==> src/rtl/mshc_pkg.sv <==
package mshc_pkg;

  // ---------------------------------------------------------------
  // Register offsets
  // ---------------------------------------------------------------
  localparam logic [11:0] MSHC_OFF_CFG    = 12'h000;
  localparam logic [11:0] MSHC_OFF_HOLD   = 12'h004;
  localparam logic [11:0] MSHC_OFF_STATE  = 12'h008;
  localparam logic [11:0] MSHC_OFF_IRQST  = 12'h00C;
  localparam logic [11:0] MSHC_OFF_IRQMSK = 12'h010;
  localparam logic [11:0] MSHC_OFF_CTRL   = 12'h014;

  // ---------------------------------------------------------------
  // Field positions and reset values
  // ---------------------------------------------------------------
  localparam int MSHC_CFG_BASIC_LSB = 0;
  localparam int MSHC_CFG_GRP2_LSB  = 4;
  localparam logic [1:0] MSHC_BASIC_RST = 2'h0;
  localparam logic MSHC_GRP2_RST = 1'b0;
  localparam logic [9:0] MSHC_HOLD_MIN = 10'd20;
  localparam logic [9:0] MSHC_HOLD_MAX = 10'd1000;
  localparam logic [9:0] MSHC_HOLD_RST = 10'd20;
  localparam int MSHC_NUM_IRQ = 4;
  localparam int MSHC_IRQ_STOP_DONE = 0;
  localparam int MSHC_IRQ_PWR_LOSS = 1;
  localparam int MSHC_IRQ_PWR_CUT = 2;
  localparam int MSHC_IRQ_PWR_BACK = 3;

  // ---------------------------------------------------------------
  // Timing
  // ---------------------------------------------------------------
  localparam int MSHC_CLK_HZ = 50000000;
  localparam int MSHC_TICK_MS = 1;
  localparam int MSHC_MS_CYCLES = MSHC_CLK_HZ / 1000 * MSHC_TICK_MS;

  // ---------------------------------------------------------------
  // Types
  // ---------------------------------------------------------------
  typedef enum logic [1:0] {
    MSHC_CTL_POSITION,
    MSHC_CTL_SPEED,
    MSHC_CTL_TORQUE
  } mshc_ctl_mode_t;

  typedef enum logic [1:0] {
    MSHC_HOW_DYN_BRAKE,
    MSHC_HOW_COAST,
    MSHC_HOW_ZERO_SPEED
  } mshc_stop_how_t;

  typedef struct packed {
    logic drive_en;
    logic dyn_brake;
    logic zero_speed;
    logic power_on;
  } mshc_stage_t;

endpackage

==> src/rtl/mshc_ms_timer.sv <==
`timescale 1ns/1ns
`default_nettype none
module mshc_ms_timer
  import mshc_pkg::*;
(
  input wire logic pclk,
  input wire logic presetn,
  input wire logic run,
  output logic [10:0] ms_count_q
);

  logic [15:0] div_q;
  logic tick;

  assign tick = (div_q == 16'(MSHC_MS_CYCLES - 1));

  // ---------------------------------------------------------------
  // Millisecond divider
  // ---------------------------------------------------------------
  // clock cycles counted within the current outage millisecond
  always_ff @(posedge pclk or negedge presetn) begin
    if (!presetn) begin
      div_q <= 16'h0000;
    end else if (!run || tick) begin
      div_q <= 16'h0000;
    end else begin
      div_q <= div_q + 16'h0001;
    end
  end

  // The count saturates so a long outage never wraps back below the hold time.
  always_ff @(posedge pclk or negedge presetn) begin
    if (!presetn) begin
      ms_count_q <= 11'h000;
    end else if (!run) begin
      ms_count_q <= 11'h000;
    end else if (tick && ms_count_q != 11'h7FF) begin
      ms_count_q <= ms_count_q + 11'h001;
    end
  end

endmodule
`default_nettype wire

==> src/rtl/mshc_top.sv <==
`timescale 1ns/1ns
`default_nettype none
// Operation
// - Basic selection 0: dynamic braking stop, then stay in dynamic brake.
// - Basic selection 1: dynamic braking stop, then coast.
// - Basic selection 2: coast to rest and stay coasting.
// - First group alarm stops like servo-off under basic selection.
// - Second group, selection 0: zero-speed stop; then brake if basic 0, else coast.
// - Second group, selection 1: stop exactly as basic selection says.
// - Second group selection used only in position and speed control.
// - Hold time 20 to 1000 ms, default 20, effective immediately.
// - Power back before hold time elapses keeps servo running.
// - Outage reaching hold time turns motor power off.
// - Undervoltage alarm during outage overrides the hold time.
// - Control supply loss acts as normal power-down, ignoring hold time.
// - Main power lost before servo-off: stop by dynamic braking.
module mshc_top
  import mshc_pkg::*;
(
  input wire logic pclk,
  input wire logic presetn,
  input wire logic psel,
  input wire logic penable,
  input wire logic pwrite,
  input wire logic [11:0] paddr,
  input wire logic [31:0] pwdata,
  output logic [31:0] prdata,
  output logic pready,
  output logic pslverr,
  input wire logic servo_on_pin,
  input wire logic first_alarm_group_pin,
  input wire logic second_alarm_group_pin,
  input wire logic undervoltage_alarm_pin,
  input wire logic main_power_ok_pin,
  input wire logic control_power_ok_pin,
  input wire logic motor_stopped_pin,
  input wire mshc_ctl_mode_t ctl_mode,
  output mshc_stage_t stage_q,
  output logic irq
);

  typedef enum logic [2:0] {
    ST_IDLE,
    ST_RUN,
    ST_STOPPING,
    ST_HOLD_BRAKE,
    ST_COAST
  } mshc_state_t;

  // ---------------------------------------------------------------
  // Input synchronisers
  // ---------------------------------------------------------------
  localparam int NSYNC = 7;
  logic [NSYNC-1:0] raw_in;
  logic [NSYNC-1:0] s1_q;
  logic [NSYNC-1:0] s2_q;
  logic [NSYNC-1:0] s3_q;
  logic [NSYNC-1:0] clean_q;

  assign raw_in = {servo_on_pin, first_alarm_group_pin, second_alarm_group_pin,
                   undervoltage_alarm_pin, main_power_ok_pin,
                   control_power_ok_pin, motor_stopped_pin};

  genvar gi;
  generate
    for (gi = 0; gi < NSYNC; gi++) begin : g_sync
      always_ff @(posedge pclk or negedge presetn) begin
        if (!presetn) begin
          s1_q[gi] <= 1'b0;
          s2_q[gi] <= 1'b0;
          s3_q[gi] <= 1'b0;
          clean_q[gi] <= 1'b0;
        end else begin
          s1_q[gi] <= raw_in[gi];
          s2_q[gi] <= s1_q[gi];
          s3_q[gi] <= s2_q[gi];
          if (s2_q[gi] == s3_q[gi]) begin
            clean_q[gi] <= s3_q[gi];
          end
        end
      end
    end
  endgenerate

  logic servo_on;
  logic alarm1;
  logic alarm2;
  logic uv_alarm;
  logic main_ok;
  logic ctrl_ok;
  logic stopped;
  assign {servo_on, alarm1, alarm2, uv_alarm, main_ok, ctrl_ok, stopped} = clean_q;

  // ---------------------------------------------------------------
  // Register file
  // ---------------------------------------------------------------
  logic [1:0] basic_stop_selection_q;
  logic group_two_stop_selection_q;
  logic [1:0] basic_live_q;
  logic group_two_stop_selection_live_q;
  logic [9:0] power_cut_hold_time_q;
  logic [MSHC_NUM_IRQ-1:0] irq_status_q;
  logic [MSHC_NUM_IRQ-1:0] irq_mask_q;
  logic restart_req;
  logic wr_en;
  logic rd_en;
  logic addr_ok;
  logic [MSHC_NUM_IRQ-1:0] irq_events;

  function automatic logic is_reg(input logic [11:0] a, input logic [11:0] off);
    is_reg = (a == off);
  endfunction

  assign addr_ok = is_reg(paddr, MSHC_OFF_CFG) || is_reg(paddr, MSHC_OFF_HOLD) ||
                   is_reg(paddr, MSHC_OFF_STATE) || is_reg(paddr, MSHC_OFF_IRQST) ||
                   is_reg(paddr, MSHC_OFF_IRQMSK) || is_reg(paddr, MSHC_OFF_CTRL);
  assign pready = 1'b1;
  assign pslverr = psel && penable && !addr_ok;
  assign wr_en = psel && penable && pwrite && addr_ok;
  assign rd_en = psel && penable && !pwrite;
  assign restart_req = wr_en && is_reg(paddr, MSHC_OFF_CTRL) && pwdata[0];

  // Software writes the live copies; the engine only sees them after restart.
  always_ff @(posedge pclk or negedge presetn) begin
    if (!presetn) begin
      basic_live_q <= MSHC_BASIC_RST;
      group_two_stop_selection_live_q <= MSHC_GRP2_RST;
    end else if (wr_en && is_reg(paddr, MSHC_OFF_CFG)) begin
      if (pwdata[MSHC_CFG_BASIC_LSB +: 2] != 2'h3) begin
        basic_live_q <= pwdata[MSHC_CFG_BASIC_LSB +: 2];
      end
      group_two_stop_selection_live_q <= pwdata[MSHC_CFG_GRP2_LSB];
    end
  end

  always_ff @(posedge pclk or negedge presetn) begin
    if (!presetn) begin
      power_cut_hold_time_q <= MSHC_HOLD_RST;
    end else if (wr_en && is_reg(paddr, MSHC_OFF_HOLD)) begin
      if (pwdata[9:0] < MSHC_HOLD_MIN || pwdata[31:10] != 22'h0) begin
        power_cut_hold_time_q <= (pwdata[31:10] != 22'h0) ? MSHC_HOLD_MAX : MSHC_HOLD_MIN;
      end else if (pwdata[9:0] > MSHC_HOLD_MAX) begin
        power_cut_hold_time_q <= MSHC_HOLD_MAX;
      end else begin
        power_cut_hold_time_q <= pwdata[9:0];
      end
    end
  end

  always_ff @(posedge pclk or negedge presetn) begin
    if (!presetn) begin
      irq_mask_q <= '0;
    end else if (wr_en && is_reg(paddr, MSHC_OFF_IRQMSK)) begin
      irq_mask_q <= pwdata[MSHC_NUM_IRQ-1:0];
    end
  end

  // A new event wins over a simultaneous write-one clear.
  always_ff @(posedge pclk or negedge presetn) begin
    if (!presetn) begin
      irq_status_q <= '0;
    end else begin
      irq_status_q <= (irq_status_q & ~((wr_en && is_reg(paddr, MSHC_OFF_IRQST)) ?
                       pwdata[MSHC_NUM_IRQ-1:0] : '0)) | irq_events;
    end
  end

  assign irq = |(irq_status_q & irq_mask_q);

  // ---------------------------------------------------------------
  // Stop engine
  // ---------------------------------------------------------------
  mshc_state_t state_q;
  mshc_state_t state_d;
  mshc_stop_how_t how_q;
  mshc_stop_how_t how_d;
  logic after_brake_q;
  logic after_brake_d;
  logic outage_q;
  logic cut_event;
  logic [10:0] outage_ms;
  logic stop_cause;
  logic power_fault;

  always_ff @(posedge pclk or negedge presetn) begin
    if (!presetn) begin
      basic_stop_selection_q <= MSHC_BASIC_RST;
      group_two_stop_selection_q <= MSHC_GRP2_RST;
    end else if (restart_req) begin
      basic_stop_selection_q <= basic_live_q;
      group_two_stop_selection_q <= group_two_stop_selection_live_q;
    end
  end

  mshc_ms_timer u_timer (
    .pclk(pclk),
    .presetn(presetn),
    .run(outage_q),
    .ms_count_q(outage_ms)
  );

  assign cut_event = outage_q && (outage_ms >= {1'b0, power_cut_hold_time_q});
  assign power_fault = cut_event || (outage_q && uv_alarm) || !ctrl_ok;
  assign stop_cause = !servo_on || alarm1 || alarm2 || power_fault;

  always_ff @(posedge pclk or negedge presetn) begin
    if (!presetn) begin
      outage_q <= 1'b0;
    end else if (state_q != ST_RUN || main_ok) begin
      outage_q <= 1'b0;
    end else begin
      outage_q <= 1'b1;
    end
  end

  always_comb begin
    state_d = state_q;
    how_d = how_q;
    after_brake_d = after_brake_q;
    unique case (state_q)
      ST_IDLE: begin
        if (servo_on && !alarm1 && !alarm2 && main_ok && ctrl_ok) begin
          state_d = ST_RUN;
        end
      end
      ST_RUN: begin
        if (stop_cause) begin
          state_d = ST_STOPPING;
          how_d = (basic_stop_selection_q == 2'h2) ? MSHC_HOW_COAST : MSHC_HOW_DYN_BRAKE;
          after_brake_d = (basic_stop_selection_q == 2'h0);
          if (alarm2 && !alarm1 && !power_fault && ctl_mode != MSHC_CTL_TORQUE) begin
            if (!group_two_stop_selection_q) begin
              how_d = MSHC_HOW_ZERO_SPEED;
            end
          end
          if (power_fault && servo_on) begin
            how_d = MSHC_HOW_DYN_BRAKE;
          end
        end
      end
      ST_STOPPING: begin
        if (stopped) begin
          state_d = after_brake_q ? ST_HOLD_BRAKE : ST_COAST;
        end
      end
      ST_HOLD_BRAKE, ST_COAST: begin
        if (servo_on && !alarm1 && !alarm2 && main_ok && ctrl_ok) begin
          state_d = ST_RUN;
        end
      end
      default: state_d = ST_IDLE;
    endcase
  end

  always_ff @(posedge pclk or negedge presetn) begin
    if (!presetn) begin
      state_q <= ST_IDLE;
      how_q <= MSHC_HOW_DYN_BRAKE;
      after_brake_q <= 1'b1;
    end else begin
      state_q <= state_d;
      how_q <= how_d;
      after_brake_q <= after_brake_d;
    end
  end

  // ---------------------------------------------------------------
  // Power stage outputs and events
  // ---------------------------------------------------------------
  always_ff @(posedge pclk or negedge presetn) begin
    if (!presetn) begin
      stage_q <= '{drive_en: 1'b0, dyn_brake: 1'b1, zero_speed: 1'b0, power_on: 1'b0};
    end else begin
      stage_q.drive_en <= (state_d == ST_RUN) ||
                          (state_d == ST_STOPPING && how_d == MSHC_HOW_ZERO_SPEED);
      stage_q.zero_speed <= (state_d == ST_STOPPING && how_d == MSHC_HOW_ZERO_SPEED);
      stage_q.dyn_brake <= (state_d == ST_IDLE) || (state_d == ST_HOLD_BRAKE) ||
                           (state_d == ST_STOPPING && how_d == MSHC_HOW_DYN_BRAKE);
      stage_q.power_on <= (state_d == ST_RUN) ||
                          (state_d == ST_STOPPING && how_d == MSHC_HOW_ZERO_SPEED);
    end
  end

  logic main_ok_d1_q;
  always_ff @(posedge pclk or negedge presetn) begin
    if (!presetn) begin
      main_ok_d1_q <= 1'b0;
    end else begin
      main_ok_d1_q <= main_ok;
    end
  end

  always_comb begin
    irq_events = '0;
    irq_events[MSHC_IRQ_STOP_DONE] = (state_q == ST_STOPPING) && (state_d != ST_STOPPING);
    irq_events[MSHC_IRQ_PWR_LOSS] = main_ok_d1_q && !main_ok;
    irq_events[MSHC_IRQ_PWR_CUT] = (state_q == ST_RUN) && power_fault;
    irq_events[MSHC_IRQ_PWR_BACK] = outage_q && main_ok;
  end

  // ---------------------------------------------------------------
  // Read data
  // ---------------------------------------------------------------
  always_ff @(posedge pclk or negedge presetn) begin
    if (!presetn) begin
      prdata <= 32'h00000000;
    end else if (psel && !penable && !pwrite) begin
      prdata <= 32'h00000000;
      if (is_reg(paddr, MSHC_OFF_CFG)) begin
        prdata[MSHC_CFG_BASIC_LSB +: 2] <= basic_live_q;
        prdata[MSHC_CFG_GRP2_LSB] <= group_two_stop_selection_live_q;
      end else if (is_reg(paddr, MSHC_OFF_HOLD)) begin
        prdata[9:0] <= power_cut_hold_time_q;
      end else if (is_reg(paddr, MSHC_OFF_STATE)) begin
        prdata <= {8'h00, 5'h00, outage_ms, 1'b0, state_q, 2'h0, how_q};
      end else if (is_reg(paddr, MSHC_OFF_IRQST)) begin
        prdata[MSHC_NUM_IRQ-1:0] <= irq_status_q;
      end else if (is_reg(paddr, MSHC_OFF_IRQMSK)) begin
        prdata[MSHC_NUM_IRQ-1:0] <= irq_mask_q;
      end
    end
  end

  logic unused_rd;
  assign unused_rd = rd_en;

endmodule
`default_nettype wire

==> config.mk <==
export PLATFORM = sky130hd
export DESIGN_NAME = mshc_top
export DESIGN_NICKNAME = d
export VERILOG_FILES = /design/src/rtl/mshc_pkg.sv /design/src/rtl/mshc_ms_timer.sv /design/src/rtl/mshc_top.sv
export SDC_FILE = /design/constraint.sdc
export NUM_CORES = 1
export LEC_CHECK = 0
export ABC_CLOCK_PERIOD_IN_PS = 6000
export BUFFER_PORTS_ARGS = -buffer_cell sky130_fd_sc_hd__buf_2
export CORE_ASPECT_RATIO = 1.2
export CORE_UTILIZATION = 40
export CTS_CLUSTER_SIZE = 8
export DETAILED_ROUTE_END_ITERATION = 10
export PLACE_DENSITY = 0.71
export SLEW_MARGIN = 40
export SYNTH_ARGS = -nofsm -noshare
export SYNTH_HDL_FRONTEND = slang
export SYNTH_HIERARCHICAL = 1
export SYNTH_SLANG_ARGS = --single-unit
==> constraint.sdc <==
create_clock -name pclk -period 6 [get_ports pclk]
set_clock_uncertainty 0.05 [all_clocks]
set_input_delay 0.6 -clock pclk [delete_from_list [all_inputs] [get_ports pclk]]
set_output_delay 0.6 -clock pclk [all_outputs]
set_load 0.1 [all_outputs]
==> results.cfg, run 1 <==
[synthesis]
yosysWarnings = 6
synth_top_family_by_area = simple AND/OR/NAND/NOR gates
synth_compound_area_share_pct = 13.5
async_flop_share_pct = 100
synth_xor_area_share_pct = 1.88
synth-edff-count = 0
synth.ff_latch_count = 109
synth-seq-area-share_pct = 53.4
yosysTopAreaCell = dfrtp_1
yosysUniqueCellTypes = 67
netlist_instances = 472
syn-cell-area_um2 = 5120
synth_ff_type = dfrtp_1
synth_area_per_cell_um2 = 10.8
synthSimpleGateAreaFrac_pct = 17.4
synth_top_area_share_pct = 51.3
synth.mux.area_fraction_pct = 3.42
synthAdderAreaFrac_pct = 4.30
synthTopCellsByArea = dfrtp_1 51%, ha_1 2.9%, inv_1 2.4%

[min_path]
min_path_type = primary input to async pin

[clock_tree]
cts.htree.levels = 3
cts_sinks = 109
clk_pin_slew_ns = 0.08
clock_tree.root_cell = clkbuf_16
cts_buffers = 9
post_cts_resized = 0
clockBufferDepth = 2
hold_buffers = 0
worstSkewPairLatency_ns = 0.35
post_cts_buffers = 0
cts_tree = yes

[setup_path]
r2r-start = power_cut_hold_time_q[4]
cp.arrival_ns = 2.92
critPathLaunch = power_cut_hold_time_q[4]
worst_setup_path_end_kind = flip-flop
crit_type = flip-flop to flip-flop
rrSetupSlack_ns = 3.30
reg2reg_depth = 9
crit_path_max_fanout = 5
r2r_end = stage_q[2]
required_ns = 6.23
cp-endpoint = stage_q[2]
start_kind = flip-flop

[detailed_routing]
wirelength_met1_um = 4540
vias = 3855
drt-total-wl_um = 10700
wl_met2_um = 5460
top_layer = met4
vias_per_cell = 5.37
drc = 0
dr.pass1.iters = 5
met3_length_um = 505
drtAntennaViolNets = 0
avgRoutedWirePerCell_um = 14.8
drt_iter0_drc = 198

[finish]
nNetsFinal = 622
diodes = 0
nFillCells = 1118
multiInputGateArea_um2 = 2140
syn_to_final_growth_pct = 15.9
final-seq-area_um2 = 2730
layout-drive-gt1-share_pct = 23.7

[power]
peakVddDrop_v = 0.000136
leakage_nw = 2.76
p_per_area_nw_per_um2 = 279

[floorplanning]
io_pins = 97
initial_core_util_pct = 41.7
rows = 44
die_height_um = 126
core-area_um2 = 12300
design.die.area_um2 = 13300
die_x_um = 105

[sta]
maxSlewViolCount = 0
setup_viol = 0
tns_ns = 0
period_needed_ns = 2.70
clock.fmax_ghz = 0.371
layout_setup_ws_ns = 3.30
finalCritPeriodShare_pct = 45.0
rsz0062_at_grt = false
holdWs_ns = 0.165
worst_slew_pin_slew_ns = 0.759
hold_violations = 0
slew_headroom_pct = 49.3

[global_route]
grt_pass1_vias = 3754
track_usage_pct = 16.9
grt_pass1_wl_um = 17900
antenna_found_initial = 0
grt_max_degree = 41
grt_overflow_total = 0

[placed_design]
io_buffers = 82
dpl.hpwl_um = 7860
gp_congestion = 0.856
dp_worst_setup_slack_ns = 3.18

[status]
outcome = completed

[job]
drv_cap = 0
==> metrics by stage <==
| step | utilization (%) | cell area (um^2) | total power [mW] | cells |
|---|---|---|---|---|
| 2_1_floorplan | - | 5160 | 1.02 | 484 |
| 3_3_place_gp | 45.7 | 5610 | 1.08 | 701 |
| 3_5_place_dp | 45.8 | 5630 | 1.09 | 702 |
| 4_1_cts | 48.2 | 5920 | 1.67 | 718 |
| 5_1_grt | 48.3 | 5930 | 1.73 | 718 |
| 6_report | 48.3 | 5930 | 1.65 | 718 |
==> layer usage <==
metal	vias up	GRT usage [%]
li1	1839	-
met2	113	28.8
met4	0	6.38
met5	-	0
met1	1893	21.6
met3	10	2.74
==> worst max-delay path, stage by stage, from the launching register on <==
cell and delay [ns]:
dfstp_2 0.55, inv_1 0.05, ha_1 0.30, a21oi_1 0.14, o21ai_0 0.13, a221oi_2 0.38, nor3_1 0.17, or3b_2 0.48
o211a_1 0.15, o221a_2 0.22
==> worst min-delay path by stage <==
| stage | cells after the start | startpoint | end | slack (ns) |
|---|---|---|---|---|
| 2_1_floorplan | 0 | presetn | alarm1 | 0.25 |
| 3_3_place_gp | 0 | s1_q[0] | s2_q[0] | 0.28 |
| 3_5_place_dp | 0 | s1_q[6] | s2_q[6] | 0.29 |
| 4_1_cts | 1 | presetn | basic_stop_selection_q[0] | 0.18 |
| 5_1_grt | 1 | presetn | stage_q[1] | 0.20 |
| 6_report | 1 | presetn | basic_live_q[0] | 0.17 |
==> cell families after synthesis <==
family,count (synthesis)
other cells,2
buf+inv,60
simple gates,156
mux,16
fa+ha+maj,19
compound gates,99
xor+xnor,11
flops,109
==> flip-flops by register name, indices dropped and copies added (netlist names), 3 cells and up <==
name / flops
irq_mask_q: 4
u_timer/ms_count_q: 11
state_q: 3
s2_q: 7
s3_q: 7
stage_q: 3
u_timer/div_q: 16
irq_status_q: 4
prdata: 19
s1_q: 7
power_cut_hold_time_q: 10
==> cells in the final DEF (no fill, tap or decap), types with 5 or more instances in the layout <==
cell type and count:
or3_1 7, nor2_1 31, xnor2_1 9, dfrtp_1 105
nor4_1 10, or4_1 5, a22oi_1 6, buf_2 81
o21ai_0 20, nor3_1 9, ha_1 12, maj3_1 7
a22o_1 12, clkbuf_16 9, nand4_1 8, mux2i_1 7
mux2_2 8, conb_1 14, nand2_1 32, a21oi_1 20
o31ai_1 6, nand3_1 11, and3_1 6, inv_1 33
==> final cells by class <==
class	instances	share of cell area, %
flip-flops and latches	109	46.1
well taps	161	3.40
repair buffers	84	7.43
inverters	33	2.09
clock buffers	9	3.80
multi-input cells	315	36.1
clock inverters	7	1.10
==> synthesized netlist by cell type, types with 7 or more instances <==
cell and instances:
a22o_1 12, nor4_1 10, maj3_1 7, nand3_1 11, nand2_1 33, mux2i_1 7
o21ai_0 20, a21oi_1 20, nor2_1 31, nand4_1 8, nor3_1 10, or3_1 7
ha_1 12, dfrtp_1 105, mux2_2 8, inv_1 33, buf_4 15, xnor2_1 9
==> report_power, final <==
| group | leakage [nW] | switching (mW) | total [mW] | internal [mW] |
|---|---|---|---|---|
| logic | 1.21 | 0.180 | 0.253 | 0.0733 |
| clock network | 0.141 | 0.284 | 0.577 | 0.293 |
| registers | 1.41 | 0.0400 | 0.823 | 0.783 |
No activity file was read; power rests on OpenSTA's default activity.
==> run 2: changes to the inputs <==
--- a/config.mk
+++ b/config.mk
@@ -5,13 +5,14 @@
 export SDC_FILE = /design/constraint.sdc
 export NUM_CORES = 1
 export LEC_CHECK = 0
-export ABC_CLOCK_PERIOD_IN_PS = 6000
+export ABC_AREA = 1
+export ABC_CLOCK_PERIOD_IN_PS = 2200
 export BUFFER_PORTS_ARGS = -buffer_cell sky130_fd_sc_hd__buf_2
 export CORE_ASPECT_RATIO = 1.2
 export CORE_UTILIZATION = 40
 export CTS_CLUSTER_SIZE = 8
 export DETAILED_ROUTE_END_ITERATION = 10
-export PLACE_DENSITY = 0.71
+export PLACE_DENSITY = 0.72
 export SLEW_MARGIN = 40
 export SYNTH_ARGS = -nofsm -noshare
 export SYNTH_HDL_FRONTEND = slang
==> constraint.sdc (replaced) <==
create_clock -name pclk -period 2.2 [get_ports pclk]
set_clock_uncertainty 0.05 [all_clocks]
set_input_delay 0.22 -clock pclk [delete_from_list [all_inputs] [get_ports pclk]]
set_output_delay 0.22 -clock pclk [all_outputs]
set_load 0.1 [all_outputs]
==> results.cfg, run 2 <==
[clock_tree]
cts_buffers = 9
clk_pin_slew_ns = 0.06
cts_sinks = 109
worstSkewPairLatency_ns = 0.34
cts_tree = yes
clock_tree.root_cell = clkbuf_16
clockBufferDepth = 2
cts.htree.levels = 3

[finish]
reg_top3 = prdata x19, u_timer/div_q x16, u_timer/ms_count_q x11
layout-drive-gt1-share_pct = 24.4
final-seq-area_um2 = 2730
syn_to_final_growth_pct = 22.8
layout_commonest_cell = nand2_1
nFillCells = 1269
multiInputGateArea_um2 = 2680
layout_common_cells = 170 x nand2_1, 105 x dfrtp_1, 80 x nor2_1, 80 x buf_2, 73 x inv_1
fin_area_um2 = 6980
largest_register_ffs = 19
top_register = prdata
nNetsFinal = 877
stdcell_count = 984

[synthesis]
yosysWarnings = 6
synth_top_family_by_area = simple AND/OR/NAND/NOR gates
async_flop_share_pct = 100
yosysTopAreaCell = dfrtp_1
synth.ff_latch_count = 109
syn-cell-area_um2 = 5680
netlist_instances = 688
synth_top_area_share_pct = 46.3
synth-edff-count = 0
synth-seq-area-share_pct = 48.1
yosysUniqueCellTypes = 49
synthTopCellsByArea = dfrtp_1 46%, nand2_1 12%, nor2_1 5.7%
synth.mux.area_fraction_pct = 0
synthSimpleGateAreaFrac_pct = 32.0
synthAdderAreaFrac_pct = 3.88
synth_common_cells = 180 x nand2_1, 105 x dfrtp_1, 86 x nor2_1, 78 x inv_1, 54 x nand3_1
synth_xor_area_share_pct = 0.771
synth_compound_area_share_pct = 6.74
yosysMostFrequentCell = nand2_1
synth_ff_type = dfrtp_1
synth_area_per_cell_um2 = 8.25

[global_route]
grt_max_degree = 41
antenna_found_initial = 2
track_usage_pct = 17.8
grt_pass1_vias = 4507
grt_overflow_total = 0
grt_pass1_wl_um = 21200

[floorplanning]
design.die.area_um2 = 14700
die_x_um = 111
initial_core_util_pct = 41.1
core-area_um2 = 13800
io_pins = 97
die_height_um = 133
rows = 47

[setup_path]
cp-endpoint = stage_q[0]
cp.arrival_ns = 2.38
crit_path_max_fanout = 5
crit_type = flip-flop to flip-flop
r2r-start = power_cut_hold_time_q[2]
reg2reg_depth = 16
r2r_end = stage_q[0]
cpMaxStageDelayCell = dfstp_2
worst_setup_path_end_kind = flip-flop
rrSetupSlack_ns = 0.05
path_cells = inv_2 > ha_4 > nand2_2 > nor2_2 > nand2_1 > nor2_1 > nor2_1 > nand3_2 > nand2_2 > nand2_4 > nand2_4 > nand2_2 > inv_1 > nor2_2 > nand3_2 > nand2_1
slowest_delay_ns = 0.54
start_kind = flip-flop
critPathLaunch = power_cut_hold_time_q[2]
required_ns = 2.43
cp_common_cell = nand2_2

[placed_design]
gp_congestion = 0.857
dpl.hpwl_um = 9560
io_buffers = 82
placedCellCount = 954
placed_area_um2 = 6410

[power]
peakVddDrop_v = 0.000471
finalPower_mw = 4.91
leakage_nw = 3.56
p_per_area_nw_per_um2 = 704

[sta]
period_needed_ns = 2.15
clock.fmax_ghz = 0.465
worst_slew_pin_slew_ns = 0.572
finalCritPeriodShare_pct = 97.7
slew_headroom_pct = 61.6
setup_viol = 0
rsz0062_at_grt = true
maxSlewViolCount = 0
tns_ns = 0
hold_violations = 0

[detailed_routing]
vias = 4811
vias_per_cell = 4.89
drt_iter0_drc = 285
avgRoutedWirePerCell_um = 13.1
drc = 0
drt-total-wl_um = 12900
dr.pass1.iters = 5
drtAntennaViolNets = 0

[job]
drv_cap = 0

[status]
outcome = completed

[min_path]
min_path_type = primary input to flip-flop
-- run 2: metal layers --
metal	global-route usage (%)	vias to the layer above	part of all wire, %
li1	-	2430	-
met3	3.07	23	6.0
met2	30.3	166	49
met5	0	-	0.078
met1	22.8	2190	43
met4	6.67	2	2.2
-- run 2: how the worst min path moves through the flow --
stage                     startpoint                               to  slack, ns  depth (start not counted)
after global routing       pwdata[7]         power_cut_hold_time_q[7]       0.11                          3
after floorplan              presetn                           alarm1      -0.13                          0
after global placement       presetn                          s1_q[5]       0.18                          1
after detailed placement     presetn                          s1_q[5]       0.18                          1
final                      pwdata[4]  group_two_stop_selection_live_q       0.09                          3
after CTS                  pwdata[4]  group_two_stop_selection_live_q       0.09                          3
-- run 2: critical path, delay by kind of cell, from the launching register on --
family,cells,cell delay [ns]
simple gates,13,1.15
flops,1,0.54
fa+ha+maj,1,0.26
buf+inv,2,0.09
-- run 2: power breakdown --
group          total (mW)  leakage, nW  internal [mW]  switching, mW
Combinational        1.12         2.02          0.310          0.812
Clock                1.56        0.135          0.884          0.673
Sequential           2.23         1.40           2.14         0.0945
-- run 2: layout make-up --
type	count	area share (%)
sequential	109	39.2
multi-input combinational	486	38.4
timing repair buffer	119	10.9
inverter	82	4.50
clock buffer	14	3.50
tap	171	3.07
clock inverter	2	0.502
antenna	1	0.0359
-- run 2: cell families (layout without fill, tap and decap cells) --
kind of cell | Yosys count | in the layout
AND/OR/NAND/NOR | 384 | 384
XOR/XNOR | 5 | 5
flip-flops | 109 | 109
AO/OA/AOI/OAI | 64 | 64
other | 2 | 15
buffers and inverters | 105 | 217
adder cells (fa/ha/maj) | 19 | 19
-- run 2: per-stage QoR --
| step | worst slack (ns) | hold WS, ns | utilization, % |
|---|---|---|---|
| 5_1_grt | -0.0700 | 0.113 | 50.5 |
| 4_1_cts | 0.0167 | 0.0897 | 49.2 |
| 3_3_place_gp | 0.00161 | 0.184 | 46.4 |
| 6_report | 0.0507 | 0.0936 | 50.5 |
| 2_1_floorplan | 0.167 | -0.126 | - |
| 3_5_place_dp | -0.0455 | 0.182 | 46.4 |
-- run 2: repair_timing --
item | in CTS | in global routing
setup endpoints to repair | 3 | 3
buffers inserted | 0 | 5
pin swaps | 5 | 18
hold endpoints to repair | 43 | 0
gates resized for setup | 8 | 32
hold buffers | 8 | 0
